File: config.mk
export PLATFORM = sky130hd
export DESIGN_NAME = comparator_latch_and_reference_control
export DESIGN_NICKNAME = d
export VERILOG_FILES = /design/src/hdl/cmp_latch_pkg.sv /design/src/hdl/comparator_latch_and_reference_control.sv
export SDC_FILE = /design/constraint.sdc
export NUM_CORES = 1
export LEC_CHECK = 0
export BUFFER_PORTS_ARGS = -buffer_cell sky130_fd_sc_hd__buf_2
export CORE_MARGIN = 8
export CORE_UTILIZATION = 52
export DETAILED_ROUTE_END_ITERATION = 10
export PLACE_DENSITY = 0.89
export SLEW_MARGIN = 20
export SYNTH_ARGS = -nofsm -noshare
export SYNTH_HDL_FRONTEND = slang
export SYNTH_SLANG_ARGS = --single-unit
File: constraint.sdc
create_clock -name clk -period 3.4 [get_ports clk]
set_input_delay 0 -clock clk [delete_from_list [all_inputs] [get_ports clk]]
set_output_delay 0 -clock clk [all_outputs]
set_load 0.1 [all_outputs]
File: src/hdl/cmp_latch_pkg.sv
// Register map, field positions and reset values of the comparator latch and reference block.
// Notes on behaviour
// Both comparator results read live at bits 7 and 6 of the auxiliary register.
// Reading the auxiliary register never refreshes the mismatch snapshots.
// Gate source bit, reset one: one routes external gate pin, zero synced comparator two.
// Sync bit, reset zero: one samples comparator two on timer clock falling edge.
// Set enable one lets a high comparator one output set the latch.
// Reset enable one lets a high comparator two output reset the latch.
// Latch inputs active high; both high forces reset state.
// Writing one to set-pulse bit sets latch, bit then self-clears; zero ignored.
// Writing one to reset-pulse bit resets latch, bit then self-clears; zero ignored.
// Lower config bit one puts latch true output on pin path one.
// Upper config bit one puts latch complement output on pin path two.
// After reset both pin paths carry the unlatched comparator outputs.
// Software clears port direction and sets output enable to see a pin.
// Latch configuration and comparator enables are independent of each other.
// Comparator control status bit always returns the real comparator result.
// Reference enable bit switches on the programmable reference, independent of comparators.
// Range bit picks level/24 or quarter plus level/32; four-bit level field.
// Enable zero, range one, level zero holds reference at ground, no divider current; the code flags ground but progDividerPower still follows the selects.
// Fixed reference on when its bit is one or the fast oscillator runs.
// Software waits a settling delay after enabling the fixed reference.
// Reference select one feeds programmable divider to that comparator, else fixed reference.
// Both reference selects zero cut divider current.
// Synced comparator two captured on timer clock falling edge after prescaler.
// Reset returns comparator control and auxiliary registers to reset values.
// Latch is a system clock flip-flop; pulse bits stand exactly one cycle.
package cmp_latch_pkg;
	localparam int ADDR_W = 8;
	localparam logic [ADDR_W-1:0] OFF_AUX = 8'h00;
	localparam logic [ADDR_W-1:0] OFF_LATCH = 8'h04;
	localparam logic [ADDR_W-1:0] OFF_REF = 8'h08;
	localparam logic [ADDR_W-1:0] OFF_CMP1 = 8'h0c;
	localparam logic [ADDR_W-1:0] OFF_CMP2 = 8'h10;
	localparam logic [ADDR_W-1:0] OFF_REFEN = 8'h14;
	// Auxiliary register
	localparam int AUX_MIRROR1 = 7;
	localparam int AUX_MIRROR2 = 6;
	localparam int AUX_GSS = 1;
	localparam int AUX_SYNC = 0;
	localparam logic AUX_GSS_RST = 1'h1;
	localparam logic AUX_SYNC_RST = 1'h0;
	// Latch control register
	localparam int LC_UPPER = 7;
	localparam int LC_LOWER = 6;
	localparam int LC_SETEN = 5;
	localparam int LC_RSTEN = 4;
	localparam int LC_PSET = 3;
	localparam int LC_PRST = 2;
	// Reference control register
	localparam int RC_SEL1 = 7;
	localparam int RC_SEL2 = 6;
	localparam int RC_RANGE = 5;
	localparam int RC_FIXED = 4;
	localparam int RC_LEVEL_LO = 0;
	localparam int LEVEL_W = 4;
	localparam logic [LEVEL_W-1:0] LEVEL_ZERO = 4'h0;
	// Comparator control registers
	localparam int CC_ON = 7;
	localparam int CC_OUT = 6;
	localparam int CC_OE = 5;
	localparam logic [7:0] CC_WMASK = 8'hb7;
	// Reference enable register
	localparam int RE_PROG = 0;
	localparam logic [7:0] REG_RST = 8'h00;
	localparam logic [31:0] DATA_ZERO = 32'h0000_0000;
endpackage

File: src/hdl/comparator_latch_and_reference_control.sv
// Comparator set-reset latch, timer gate routing and reference control behind an APB slave.
`timescale 1ns/10ps
module comparator_latch_and_reference_control
	import cmp_latch_pkg::*;
(
	input wire logic clk,
	input wire logic resetn,
	input wire logic psel,
	input wire logic penable,
	input wire logic pwrite,
	input wire logic [ADDR_W-1:0] paddr,
	input wire logic [31:0] pwdata,
	output logic [31:0] prdata,
	output logic pready,
	output logic pslverr,
	input wire logic firstComparatorOut,
	input wire logic secondComparatorOut,
	input wire logic timerClock,
	input wire logic externalTimerGatePin,
	input wire logic fastInternalOscillator,
	output logic timerGate,
	output logic syncedSecondComparatorOut,
	output logic pinPath1,
	output logic pinPath2,
	output logic pinDrive1,
	output logic pinDrive2,
	output logic [7:0] comparator1Control,
	output logic [7:0] comparator2Control,
	output logic comparator1Mismatch,
	output logic comparator2Mismatch,
	output logic latchQ,
	output logic progReferenceEnable,
	output logic referenceRangeSelect,
	output logic [LEVEL_W-1:0] referenceLevelField,
	output logic progDividerPower,
	output logic referenceGrounded,
	output logic firstReferenceSelect,
	output logic secondReferenceSelect,
	output logic fixedReferenceEnable
);
	typedef enum logic [0:0] {
		BUS_IDLE = 1'b0,
		BUS_ACCESS = 1'b1
	} bus_state_t;

	typedef struct packed {
		bus_state_t bus;
		logic [31:0] rdata;
		logic ready;
		logic err;
		logic gss;
		logic sync;
		logic [7:0] latchCtl;
		logic [7:0] refCtl;
		logic [7:0] cmp1;
		logic [7:0] cmp2;
		logic progEn;
		logic snap1;
		logic snap2;
		logic mis1;
		logic mis2;
		logic latch;
		logic timerPrev;
		logic synced;
		logic gate;
		logic pin1;
		logic pin2;
	} state_t;

	state_t s_q, s_d;
	logic commit;
	logic setIn, resetIn;
	logic [ADDR_W-1:0] a;

	always_comb begin
		s_d = s_q;
		a = paddr;
		commit = psel & penable & s_q.ready;
		s_d.ready = 1'b0;
		s_d.err = 1'b0;
		s_d.bus = BUS_IDLE;
		// Answer one cycle after setup; read data sampled at setup time
		if (psel & ~penable) begin
			s_d.bus = BUS_ACCESS;
			s_d.ready = 1'b1;
			s_d.rdata = DATA_ZERO;
			case (a)
				OFF_AUX: begin
					s_d.rdata[AUX_MIRROR1] = firstComparatorOut;
					s_d.rdata[AUX_MIRROR2] = secondComparatorOut;
					s_d.rdata[AUX_GSS] = s_q.gss;
					s_d.rdata[AUX_SYNC] = s_q.sync;
				end
				OFF_LATCH: s_d.rdata[7:0] = s_q.latchCtl;
				OFF_REF: s_d.rdata[7:0] = s_q.refCtl;
				OFF_CMP1: begin
					s_d.rdata[7:0] = s_q.cmp1;
					s_d.rdata[CC_OUT] = firstComparatorOut;
				end
				OFF_CMP2: begin
					s_d.rdata[7:0] = s_q.cmp2;
					s_d.rdata[CC_OUT] = secondComparatorOut;
				end
				OFF_REFEN: s_d.rdata[RE_PROG] = s_q.progEn;
				default: s_d.err = 1'b1;
			endcase
		end else if (s_q.bus == BUS_ACCESS && !commit) begin
			s_d.bus = BUS_ACCESS;
			s_d.ready = s_q.ready;
			s_d.err = s_q.err;
		end
		// Pulse bits stand for one cycle then clear themselves
		s_d.latchCtl[LC_PSET] = 1'b0;
		s_d.latchCtl[LC_PRST] = 1'b0;
		if (commit && !s_q.err && pwrite) begin
			case (a)
				OFF_AUX: begin
					s_d.gss = pwdata[AUX_GSS];
					s_d.sync = pwdata[AUX_SYNC];
				end
				OFF_LATCH: begin
					s_d.latchCtl[7:LC_RSTEN] = pwdata[7:LC_RSTEN];
					s_d.latchCtl[LC_PSET] = pwdata[LC_PSET];
					s_d.latchCtl[LC_PRST] = pwdata[LC_PRST];
				end
				OFF_REF: s_d.refCtl = pwdata[7:0];
				OFF_CMP1: s_d.cmp1 = pwdata[7:0] & CC_WMASK;
				OFF_CMP2: s_d.cmp2 = pwdata[7:0] & CC_WMASK;
				OFF_REFEN: s_d.progEn = pwdata[RE_PROG];
				default: s_d.progEn = s_q.progEn;
			endcase
		end
		// Only control register reads refresh mismatch snapshots, aux reads do not
		if (commit && !pwrite && a == OFF_CMP1) begin
			s_d.snap1 = firstComparatorOut;
		end
		if (commit && !pwrite && a == OFF_CMP2) begin
			s_d.snap2 = secondComparatorOut;
		end
		s_d.mis1 = firstComparatorOut ^ s_d.snap1;
		s_d.mis2 = secondComparatorOut ^ s_d.snap2;
		// Latch sampled on the system clock; a glitch shorter than a cycle may be missed
		setIn = (s_q.latchCtl[LC_SETEN] & firstComparatorOut) | s_q.latchCtl[LC_PSET];
		resetIn = (s_q.latchCtl[LC_RSTEN] & secondComparatorOut) | s_q.latchCtl[LC_PRST];
		if (resetIn) begin
			s_d.latch = 1'b0;
		end else if (setIn) begin
			s_d.latch = 1'b1;
		end
		// Timer clock is the prescaled clock; falling edge seen against last sample
		s_d.timerPrev = timerClock;
		if (!s_q.sync) begin
			s_d.synced = secondComparatorOut;
		end else if (s_q.timerPrev & ~timerClock) begin
			s_d.synced = secondComparatorOut;
		end
		s_d.gate = s_d.gss ? externalTimerGatePin : s_d.synced;
		s_d.pin1 = s_d.latchCtl[LC_LOWER] ? s_d.latch : firstComparatorOut;
		s_d.pin2 = s_d.latchCtl[LC_UPPER] ? ~s_d.latch : secondComparatorOut;
	end

	always_ff @(posedge clk) begin
		if (!resetn) begin
			s_q <= '0;
			s_q.bus <= BUS_IDLE;
			s_q.gss <= AUX_GSS_RST;
			s_q.sync <= AUX_SYNC_RST;
			s_q.latchCtl <= REG_RST;
			s_q.refCtl <= REG_RST;
			s_q.cmp1 <= REG_RST;
			s_q.cmp2 <= REG_RST;
		end else begin
			s_q <= s_d;
		end
	end

	assign prdata = s_q.rdata;
	assign pready = s_q.ready;
	assign pslverr = s_q.err;
	assign timerGate = s_q.gate;
	assign syncedSecondComparatorOut = s_q.synced;
	assign pinPath1 = s_q.pin1;
	assign pinPath2 = s_q.pin2;
	// Port direction bits live outside; this only gates on enable and output enable
	assign pinDrive1 = s_q.cmp1[CC_ON] & s_q.cmp1[CC_OE];
	assign pinDrive2 = s_q.cmp2[CC_ON] & s_q.cmp2[CC_OE];
	assign comparator1Control = s_q.cmp1;
	assign comparator2Control = s_q.cmp2;
	assign comparator1Mismatch = s_q.mis1;
	assign comparator2Mismatch = s_q.mis2;
	assign latchQ = s_q.latch;
	assign progReferenceEnable = s_q.progEn;
	assign referenceRangeSelect = s_q.refCtl[RC_RANGE];
	assign referenceLevelField = s_q.refCtl[RC_LEVEL_LO +: LEVEL_W];
	assign firstReferenceSelect = s_q.refCtl[RC_SEL1];
	assign secondReferenceSelect = s_q.refCtl[RC_SEL2];
	assign progDividerPower = s_q.refCtl[RC_SEL1] | s_q.refCtl[RC_SEL2];
	assign referenceGrounded = ~s_q.progEn & s_q.refCtl[RC_RANGE]
		& (s_q.refCtl[RC_LEVEL_LO +: LEVEL_W] == LEVEL_ZERO);
	logic fixedEnQ;
	// Fixed reference settling is left to software
	assign fixedReferenceEnable = fixedEnQ;
	always_ff @(posedge clk) begin
		if (!resetn) begin
			fixedEnQ <= 1'b0;
		end else begin
			fixedEnQ <= s_d.refCtl[RC_FIXED] | fastInternalOscillator;
		end
	end
endmodule

==> results of run 1 <==
-- registers in the layout (all words and copies together), names as in the netlist --
signal,count
firstReferenceSelect,1
secondReferenceSelect,1
referenceRangeSelect,1
fixedReferenceEnable,1
pinPath2,1
progReferenceEnable,1
syncedSecondComparatorOut,1
s_q,13
pslverr,1
timerGate,1
latchQ,1
comparator1Mismatch,1
pready,1
referenceLevelField,4
comparator2Control,6
prdata,8
pinPath1,1
comparator1Control,6
comparator2Mismatch,1
-- worst min path at each step --
stage                                 startpoint              endpoint  slack (ns)  cells after the start
after floorplan                       timerClock                s_q[4]        0.12                      1
after global placement    fastInternalOscillator  fixedReferenceEnable        0.21                      2
after detailed placement  fastInternalOscillator  fixedReferenceEnable        0.22                      2
after CTS                    secondComparatorOut                s_q[8]        0.02                      3
after global routing         secondComparatorOut                s_q[8]        0.04                      3
final                        secondComparatorOut                s_q[8]        0.03                      3
-- placed cells by master, fill, tap and decap left out, types with 3 or more instances in the layout --
master	n
a22oi_1	4
mux2_2	9
inv_1	3
nand4_1	6
buf_2	67
dfxtp_1	51
nand2_1	19
and3_1	7
nand3_1	9
nor2b_1	5
dlygate4sd3_1	11
nor2_1	21
o21ai_0	7
a211oi_1	4
clkbuf_8	5
and2_1	7
a21boi_0	3
mux2i_1	22
a21oi_1	11
a22o_1	6
conb_1	28
-- power by group --
part | total, uW | internal (uW) | switching [uW]
combinational | 294 | 44.1 | 250
clock | 492 | 294 | 198
sequential | 610 | 606 | 4.00
-- worst max-delay path, delay by kind of cell (launching register included) --
family             cells  cell delay, ns
and+or+nand+nor        2            1.09
AOI/OAI and AO/OA      2            0.37
DFF                    1            0.37
-- layout make-up --
class                           count  area (sq um)  share of cell area
Multi-Input combinational cell    215          1440               0.456
Sequential cell                    51          1020               0.323
Timing Repair Buffer               80           460               0.146
Tap cell                           72          90.1              0.0285
Clock buffer                        6          72.6              0.0230
Clock inverter                      2          60.1              0.0190
Inverter                            4          15.0             0.00475
-- per-stage QoR --
step                total power (uW)  instance area, sq um  hold WS [ns]
floorplan                        889                  2940         0.122
global placement                 902                  2920         0.211
detailed placement               905                  2920         0.215
CTS                             1400                  3160        0.0215
global route                    1440                  3160        0.0371
finish                          1400                  3160        0.0309
-- logic make-up after synthesis --
| logic type | Yosys count | synth area share |
|---|---|---|
| and+or+nand+nor | 104 | 0.229 |
| buffers and inverters | 71 | 0.167 |
| DFF | 51 | 0.361 |
| AOI/OAI and AO/OA | 49 | 0.119 |
| muxes | 31 | 0.114 |
| xor gates and xnor gates | 3 | 0.00928 |
| other | 1 | 0.00132 |
-- per-layer routing --
metal	wire length (um)	up-vias
li1	-	1115
met1	2960	1137
met2	3570	112
met3	579	14
met4	148	0
met5	0	-
-- timing repair --
action | CTS | global route
setup endpoints to repair | 0 | 0
gates resized for setup | 0 | 0
hold buffers | 11 | 0
hold endpoints to repair | 25 | 0
==> summary.md, run 1 <==
| Metric | Value |
|---|---|
| Post-route worst setup slack | 1.49 ns |
| Gr busiest metal | met2 |
| Final setup viols | 0 |
| Tightest Pin Transition | 0.659 ns |
| Status | finished, final reports clean |
| Full die area | ~8100 sq um |
| Clock skew | around 0.0043 ns |
| DRC | 0 |
| Largest net degree at the start of global routing | 32 |
| Period Utilization, post-route | 0.562 |
| Async SR Flop Fraction | 0 |
| Most instantiated cells after synthesis | buf_4, dfxtp_1, mux2i_1 |
| Non-filler cells, final | 430 |
| Origin of the critical flop-to-flop path | pslverr |
| Synth warn | 0 |
| Setup crit end | pinPath2 |
| Yosys cell types | 55 |
| GP Congestion | between 0.8 and 0.9 |
| Max stage delay on crit path | 0.60 ns |
| Total I/O pin count | 120 |
| Iteration-0 DRC count of the detailed router | between 150 and 200 |
| Share of Yosys cell area claimed by the top area cell type | 0.361 |
| Worst EP required | between 3 and 4 ns |
| R2R Path End | pinPath2 |
| Critical path arrival | roughly 2.1 ns |
| Final core utilization | 0.589 |
| Yosys top cell by area | dfxtp_1 |
| Layout fillers | between 400 and 500 |
| Synthesized flop and latch total | approximately 50 |
| Num CTS Buffers | 5 |
| Area contributors post-synth | dfxtp_1, buf_4, mux2i_1 |
| Total routed wirelength | roughly 7300 um |
| Seq/Total Area, Yosys | 0.361 |
| P&R area growth vs syn | 11.7% |
| Placed cell count | around 410 |
| Initial antenna violation count | 0 |
| Share of layout cells above drive strength 1 | 0.279 |
| Placement Setup Slack | between 1.5 and 2 ns |
| H-tree levels | 2 |
| Max-cap violations | 0 |
| First-pass GRT wire length | approximately 12000 um |
| Grt met3 use | 0.0532 |
| Antenna viol nets, final | 0 |
| # diodes | 0 |
| IO buf count | 67 |
| Die width | 89.8 um |
| Crit-path max FO | 9 |
| Maximum VDD drop | roughly 0.17 mV |
| Cells along the critical path | nor4bb_1 > and4_1 > a211oi_1 > a211oi_1 |
| Post-synth EDFFs | 0 |
| CTS tree | yes |
| Placed wire-length estimate | between 5000 and 6000 um |
| Pins Over Slew Limit | 0 |
| Max clock buf depth | 2 |
| Starting Density | 0.527 |
| Grt total ovfl | 0 |
| Via count | about 2400 |
| CTS Root Cell | clkbuf_8 |
| Met2 usage | 0.287 |
| Min-delay worst type | in -> reg |
| Cell mode on critical path | a211oi_1 |
| Pre-Repair DR Iteration Count | 4 |
| R2R depth | 4 |
| Most common cell in the netlist | buf_4 |
| Slew HR | 0.554 |
| GRT Total Usage | 0.175 |
| Post-Syn Area per Cell | slightly above 9 sq um |
| Slowest CP cell | nor4bb_1 |
| Drt wl/cell | ~17 um |
| RSZ-0062 raised after global routing | no |
| DR vias/cell | roughly 5.5 |
| PwrDens | 442 nW/um^2 |
| Crit start category | flip-flop |
| Final Hold Fails | 0 |
| Fin Setup TNS | 0 ns |
| Synthesized area | 2830 sq um |
| CTS Sinks | slightly above 50 |
| Met1 usage | 0.209 |
| Post-layout min period | 1.91 ns |
| R2r setup slk | between 1 and 1.5 ns |
| Clock insertion delay at the later pin of the skew report | around 0.3 ns |
| Fmax | ~520 MHz |
| CORE AREA | about 5400 sq um |
| Vias in the first global route | ~2300 |
| Critical Path Source | pslverr |
| LEAKAGE | 0.00158 uW |
| Post-CTS setup buffers | 0 |
| Worst-path clk slew | 0.09 ns |
| WS Path Type | reg -> reg |
| Crit path capture type | flip-flop |
| Top FF cell, synth | dfxtp_1 |
| Mapped Cells | 310 |
| Site row count | 27 |
| Nets | 407 |
| Die height | about 90 um |
Power figures use the tool's default switching activity.
==> run 2: changes to the inputs <==
Settings changed: ABC_AREA set to 1, CORE_UTILIZATION 52 to 43, PLACE_DENSITY 0.89 to 0.79.
Clock period 3.4 ns to 1.7 ns, I/O delays scaled along.
==> run 2 against run 1 <==
Compared with the run above:
- clock power is 42% higher
- hold slack worse by 0.027 ns
- synthesized cell count up 23%
- combinational power increased by 98%
- critical endpoint is now referenceGrounded
- largest cell class unchanged
==> summary.md, run 2 <==
| Metric | Value |
|---|---|
| Pre-Repair DR Iteration Count | 4 (unchanged) |
| Most instantiated cells after synthesis | nand2_1, buf_4, dfxtp_1 |
| Worst EP required | 1.70 ns (-1.92 ns) |
| Initial antenna violation count | 0 (unchanged) |
| Crit path capture type | output port |
| WS Path Type | reg -> out |
| Status | finished, final reports clean |
| Synthesized flop and latch total | 51 (unchanged) |
| Placed wire-length estimate | 5350 um (-0.93%) |
| Async SR Flop Fraction | 0 (unchanged) |
| Psw | 888 uW (+96%) |
| Post-CTS Hold Buffers | 10 (-1) |
| Num CTS Buffers | 5 (unchanged) |
| CTS Root Cell | clkbuf_8 |
| DR vias/cell | 4.79 (-13%) |
| Clock share of power | 0.280 (-0.073) |
| Switch share | 0.355 (+0.0312) |
| LEAKAGE | 0.00168 uW (+6.2%) |
| Die width | 97.1 um (+8.1%) |
| Mapped Cells | 381 (+23%) |
| Layout fillers | 626 (+35%) |
| Fmax | 640 MHz |
| Most common cell in the netlist | nand2_1 |
| Most common cell after layout, fill and taps aside | buf_2 |
| Synth Area in Compound Gates | 0.140 (+0.0210) |
| First-pass GRT wire length | 11200 um (-5.7%) |
| Post-layout min period | between 1.5 and 2 ns |
| Post-synth EDFFs | 0 (unchanged) |
| Origin of the critical flop-to-flop path | pready |
| DRC | 0 (unchanged) |
| Max reg flops | 13 (unchanged) |
| Max-cap violations | 0 (unchanged) |
| Max clock buf depth | 2 (unchanged) |
| Clock insertion delay at the later pin of the skew report | 0.30 ns (about the same) |
| Yosys cell types | 33 (-40%) |
| Via count | 2437 (+2.5%) |
| Drt wl/cell | 13.2 um (-22%) |
| Pins Over Slew Limit | 0 (unchanged) |
| Synth warn | 0 (unchanged) |
| Starting Density | 0.445 (-0.0818) |
| Critical Path Source | referenceLevelField[0] |
| Worst-path clk slew | 0.09 ns (about the same) |
| Placed inst area | 2930 sq um (+0.34%) |
| Area contributors post-synth | dfxtp_1, buf_4, nand2_1 |
| HP Start | pwdata[7] |
| CORE AREA | 6350 sq um (+18%) |
| Synthesized area | 2830 sq um (-0.13%) |
| Post-route cell area | 3120 sq um (-1.4%) |
| Grt total ovfl | 0 (unchanged) |
| Mux contribution to synthesized area | 0 (-0.114) |
| Most frequent cells in the layout | buf_2, nand2_1, dfxtp_1 |
| Maximum VDD drop | 0.413 mV (+150%) |
| PwrDens | 802 nW/um^2 (+82%) |
| Full die area | 9430 sq um (+17%) |
| Total I/O pin count | 120 (unchanged) |
| IO buf count | 67 (unchanged) |
| Post-synthesis xor/xnor area fraction | 0 (-0.00928) |
| Min-delay worst type | in -> reg |
| Final setup viols | 0 (unchanged) |
| Share of layout cells above drive strength 1 | 0.285 (+0.00539) |
| H-tree levels | 2 (unchanged) |
| Critical path arrival | 1.56 ns (-0.57 ns) |
| GRT Total Usage | 0.142 (-0.0331) |
| Post-cts sizing count | 0 (unchanged) |
| Clock skew | 0.00328 ns (-0.000979 ns) |
| Crit-path max FO | 4 (-5) |
| RSZ-0062 raised after global routing | no |
| Iteration-0 DRC count of the detailed router | 86 (-56%) |
| Total routed wirelength | 6730 um (-7.2%) |
| Comb pwr share | 0.232 (+0.021) |
| Crit start category | flip-flop |
| Post-Synth Adder-Cell Area | 0 (unchanged) |
| Antenna viol nets, final | 0 (unchanged) |
| Total power | 2500 uW (+79%) |
| Vias in the first global route | 2360 (+0.47%) |
| Top FF cell, synth | dfxtp_1 |
| Post-Syn Area per Cell | 7.42 sq um (-19%) |
| Placement Setup Slack | 0.304 ns (-1.33 ns) |
| GP Congestion | 0.822 (-5.3%) |
| Share of Yosys cell area claimed by the top area cell type | 0.361 (+0.000479) |
| Nets | 482 (+18%) |
| Site row count | 29 (+7.4%) |
| # diodes | 0 (unchanged) |
| Sequential Power Share | 0.488 (+0.051) |
| Yosys top cell by area | dfxtp_1 |
| Post-CTS setup buffers | 0 (unchanged) |
| Largest Register | s_q |
| CTS tree | yes |
| Period Utilization, post-route | 0.919 |
| P&R area growth vs syn | 10.2% |
| Largest net degree at the start of global routing | 37 (+16%) |
| Post-route worst setup slack | 0.137 ns (-1.35 ns) |
| Die height | 97.1 um (+8.1%) |
| CTS Sinks | 51 (unchanged) |
| Largest family of logic cells by synthesized area | simple AND/OR/NAND/NOR gates |
| Seq/Total Area, Yosys | 0.361 (+0.000479) |
| Pint | 1610 uW (+71%) |
| Final Hold Fails | 0 (unchanged) |
| Simple-gate portion of the synthesized area | 0.281 (+0.0516) |
[run 2: worst max-delay path: stages, from the launching register on]
cell and delay, ns:
dfxtp_1 0.35, nor2_1 0.12, nand3_1 0.15, nor3_4 0.18
buf_2 0.45
[run 2: path summary, 6_finish.rpt]
check,endpoint,slack [ns],cells past startpoint
setup / recovery,referenceGrounded,0.14,4
hold / removal,comparator1Control[7],0.004,3
setup reg to reg,fixedReferenceEnable,0.28,7
hold reg to reg,prdata[4],0.47,2
[run 2: cell families after synthesis]
kind of cell           after synthesis
other                                1
AOI/OAI and AO/OA                   73
DFF                                 51
and+or+nand+nor                    154
buffers and inverters              102
[run 2: routing by layer]
layer  vias to the layer above  global-route usage  wire [um]  part of all wire
met5                         -                   0          0                 0
met1                      1113               0.165       2900              0.43
met2                        91               0.238       3170              0.47
li1                       1226                   -          -                 -
met3                         7              0.0526        589             0.087
met4                         0              0.0355         68             0.010
[run 2: layout make-up]
| type | instances | area, sq um | share of cell area |
|---|---|---|---|
| Clock inverter | 1 | 5.00 | 0.00161 |
| Timing Repair Buffer | 79 | 450 | 0.145 |
| Tap cell | 77 | 96.3 | 0.0309 |
| Multi-Input combinational cell | 255 | 1310 | 0.419 |
| Sequential cell | 51 | 1020 | 0.329 |
| Inverter | 40 | 153 | 0.0490 |
| Clock buffer | 6 | 82.6 | 0.0265 |
[run 2: stage by stage]
| step | utilization | TNS (ns) | instances | hold slack [ns] |
|---|---|---|---|---|
| 2_1_floorplan | - | -0.0592 | 408 | 0.0827 |
| 3_3_place_gp | 0.461 | 0 | 492 | 0.192 |
| 3_5_place_dp | 0.461 | 0 | 492 | 0.194 |
| 4_1_cts | 0.491 | 0 | 509 | 0.00209 |
| 5_1_grt | 0.491 | 0 | 509 | 0.00178 |
| 6_report | 0.491 | 0 | 509 | 0.00398 |
[run 2: power groups by stage]
stage                     logic [uW]  registers (uW)  clock network, uW
after floorplan                  460            1330                  0
after global placement           557            1250                  0
after detailed placement         560            1250                  0
after CTS                        578            1220                714
after global routing             605            1220                767
final                            581            1220                699
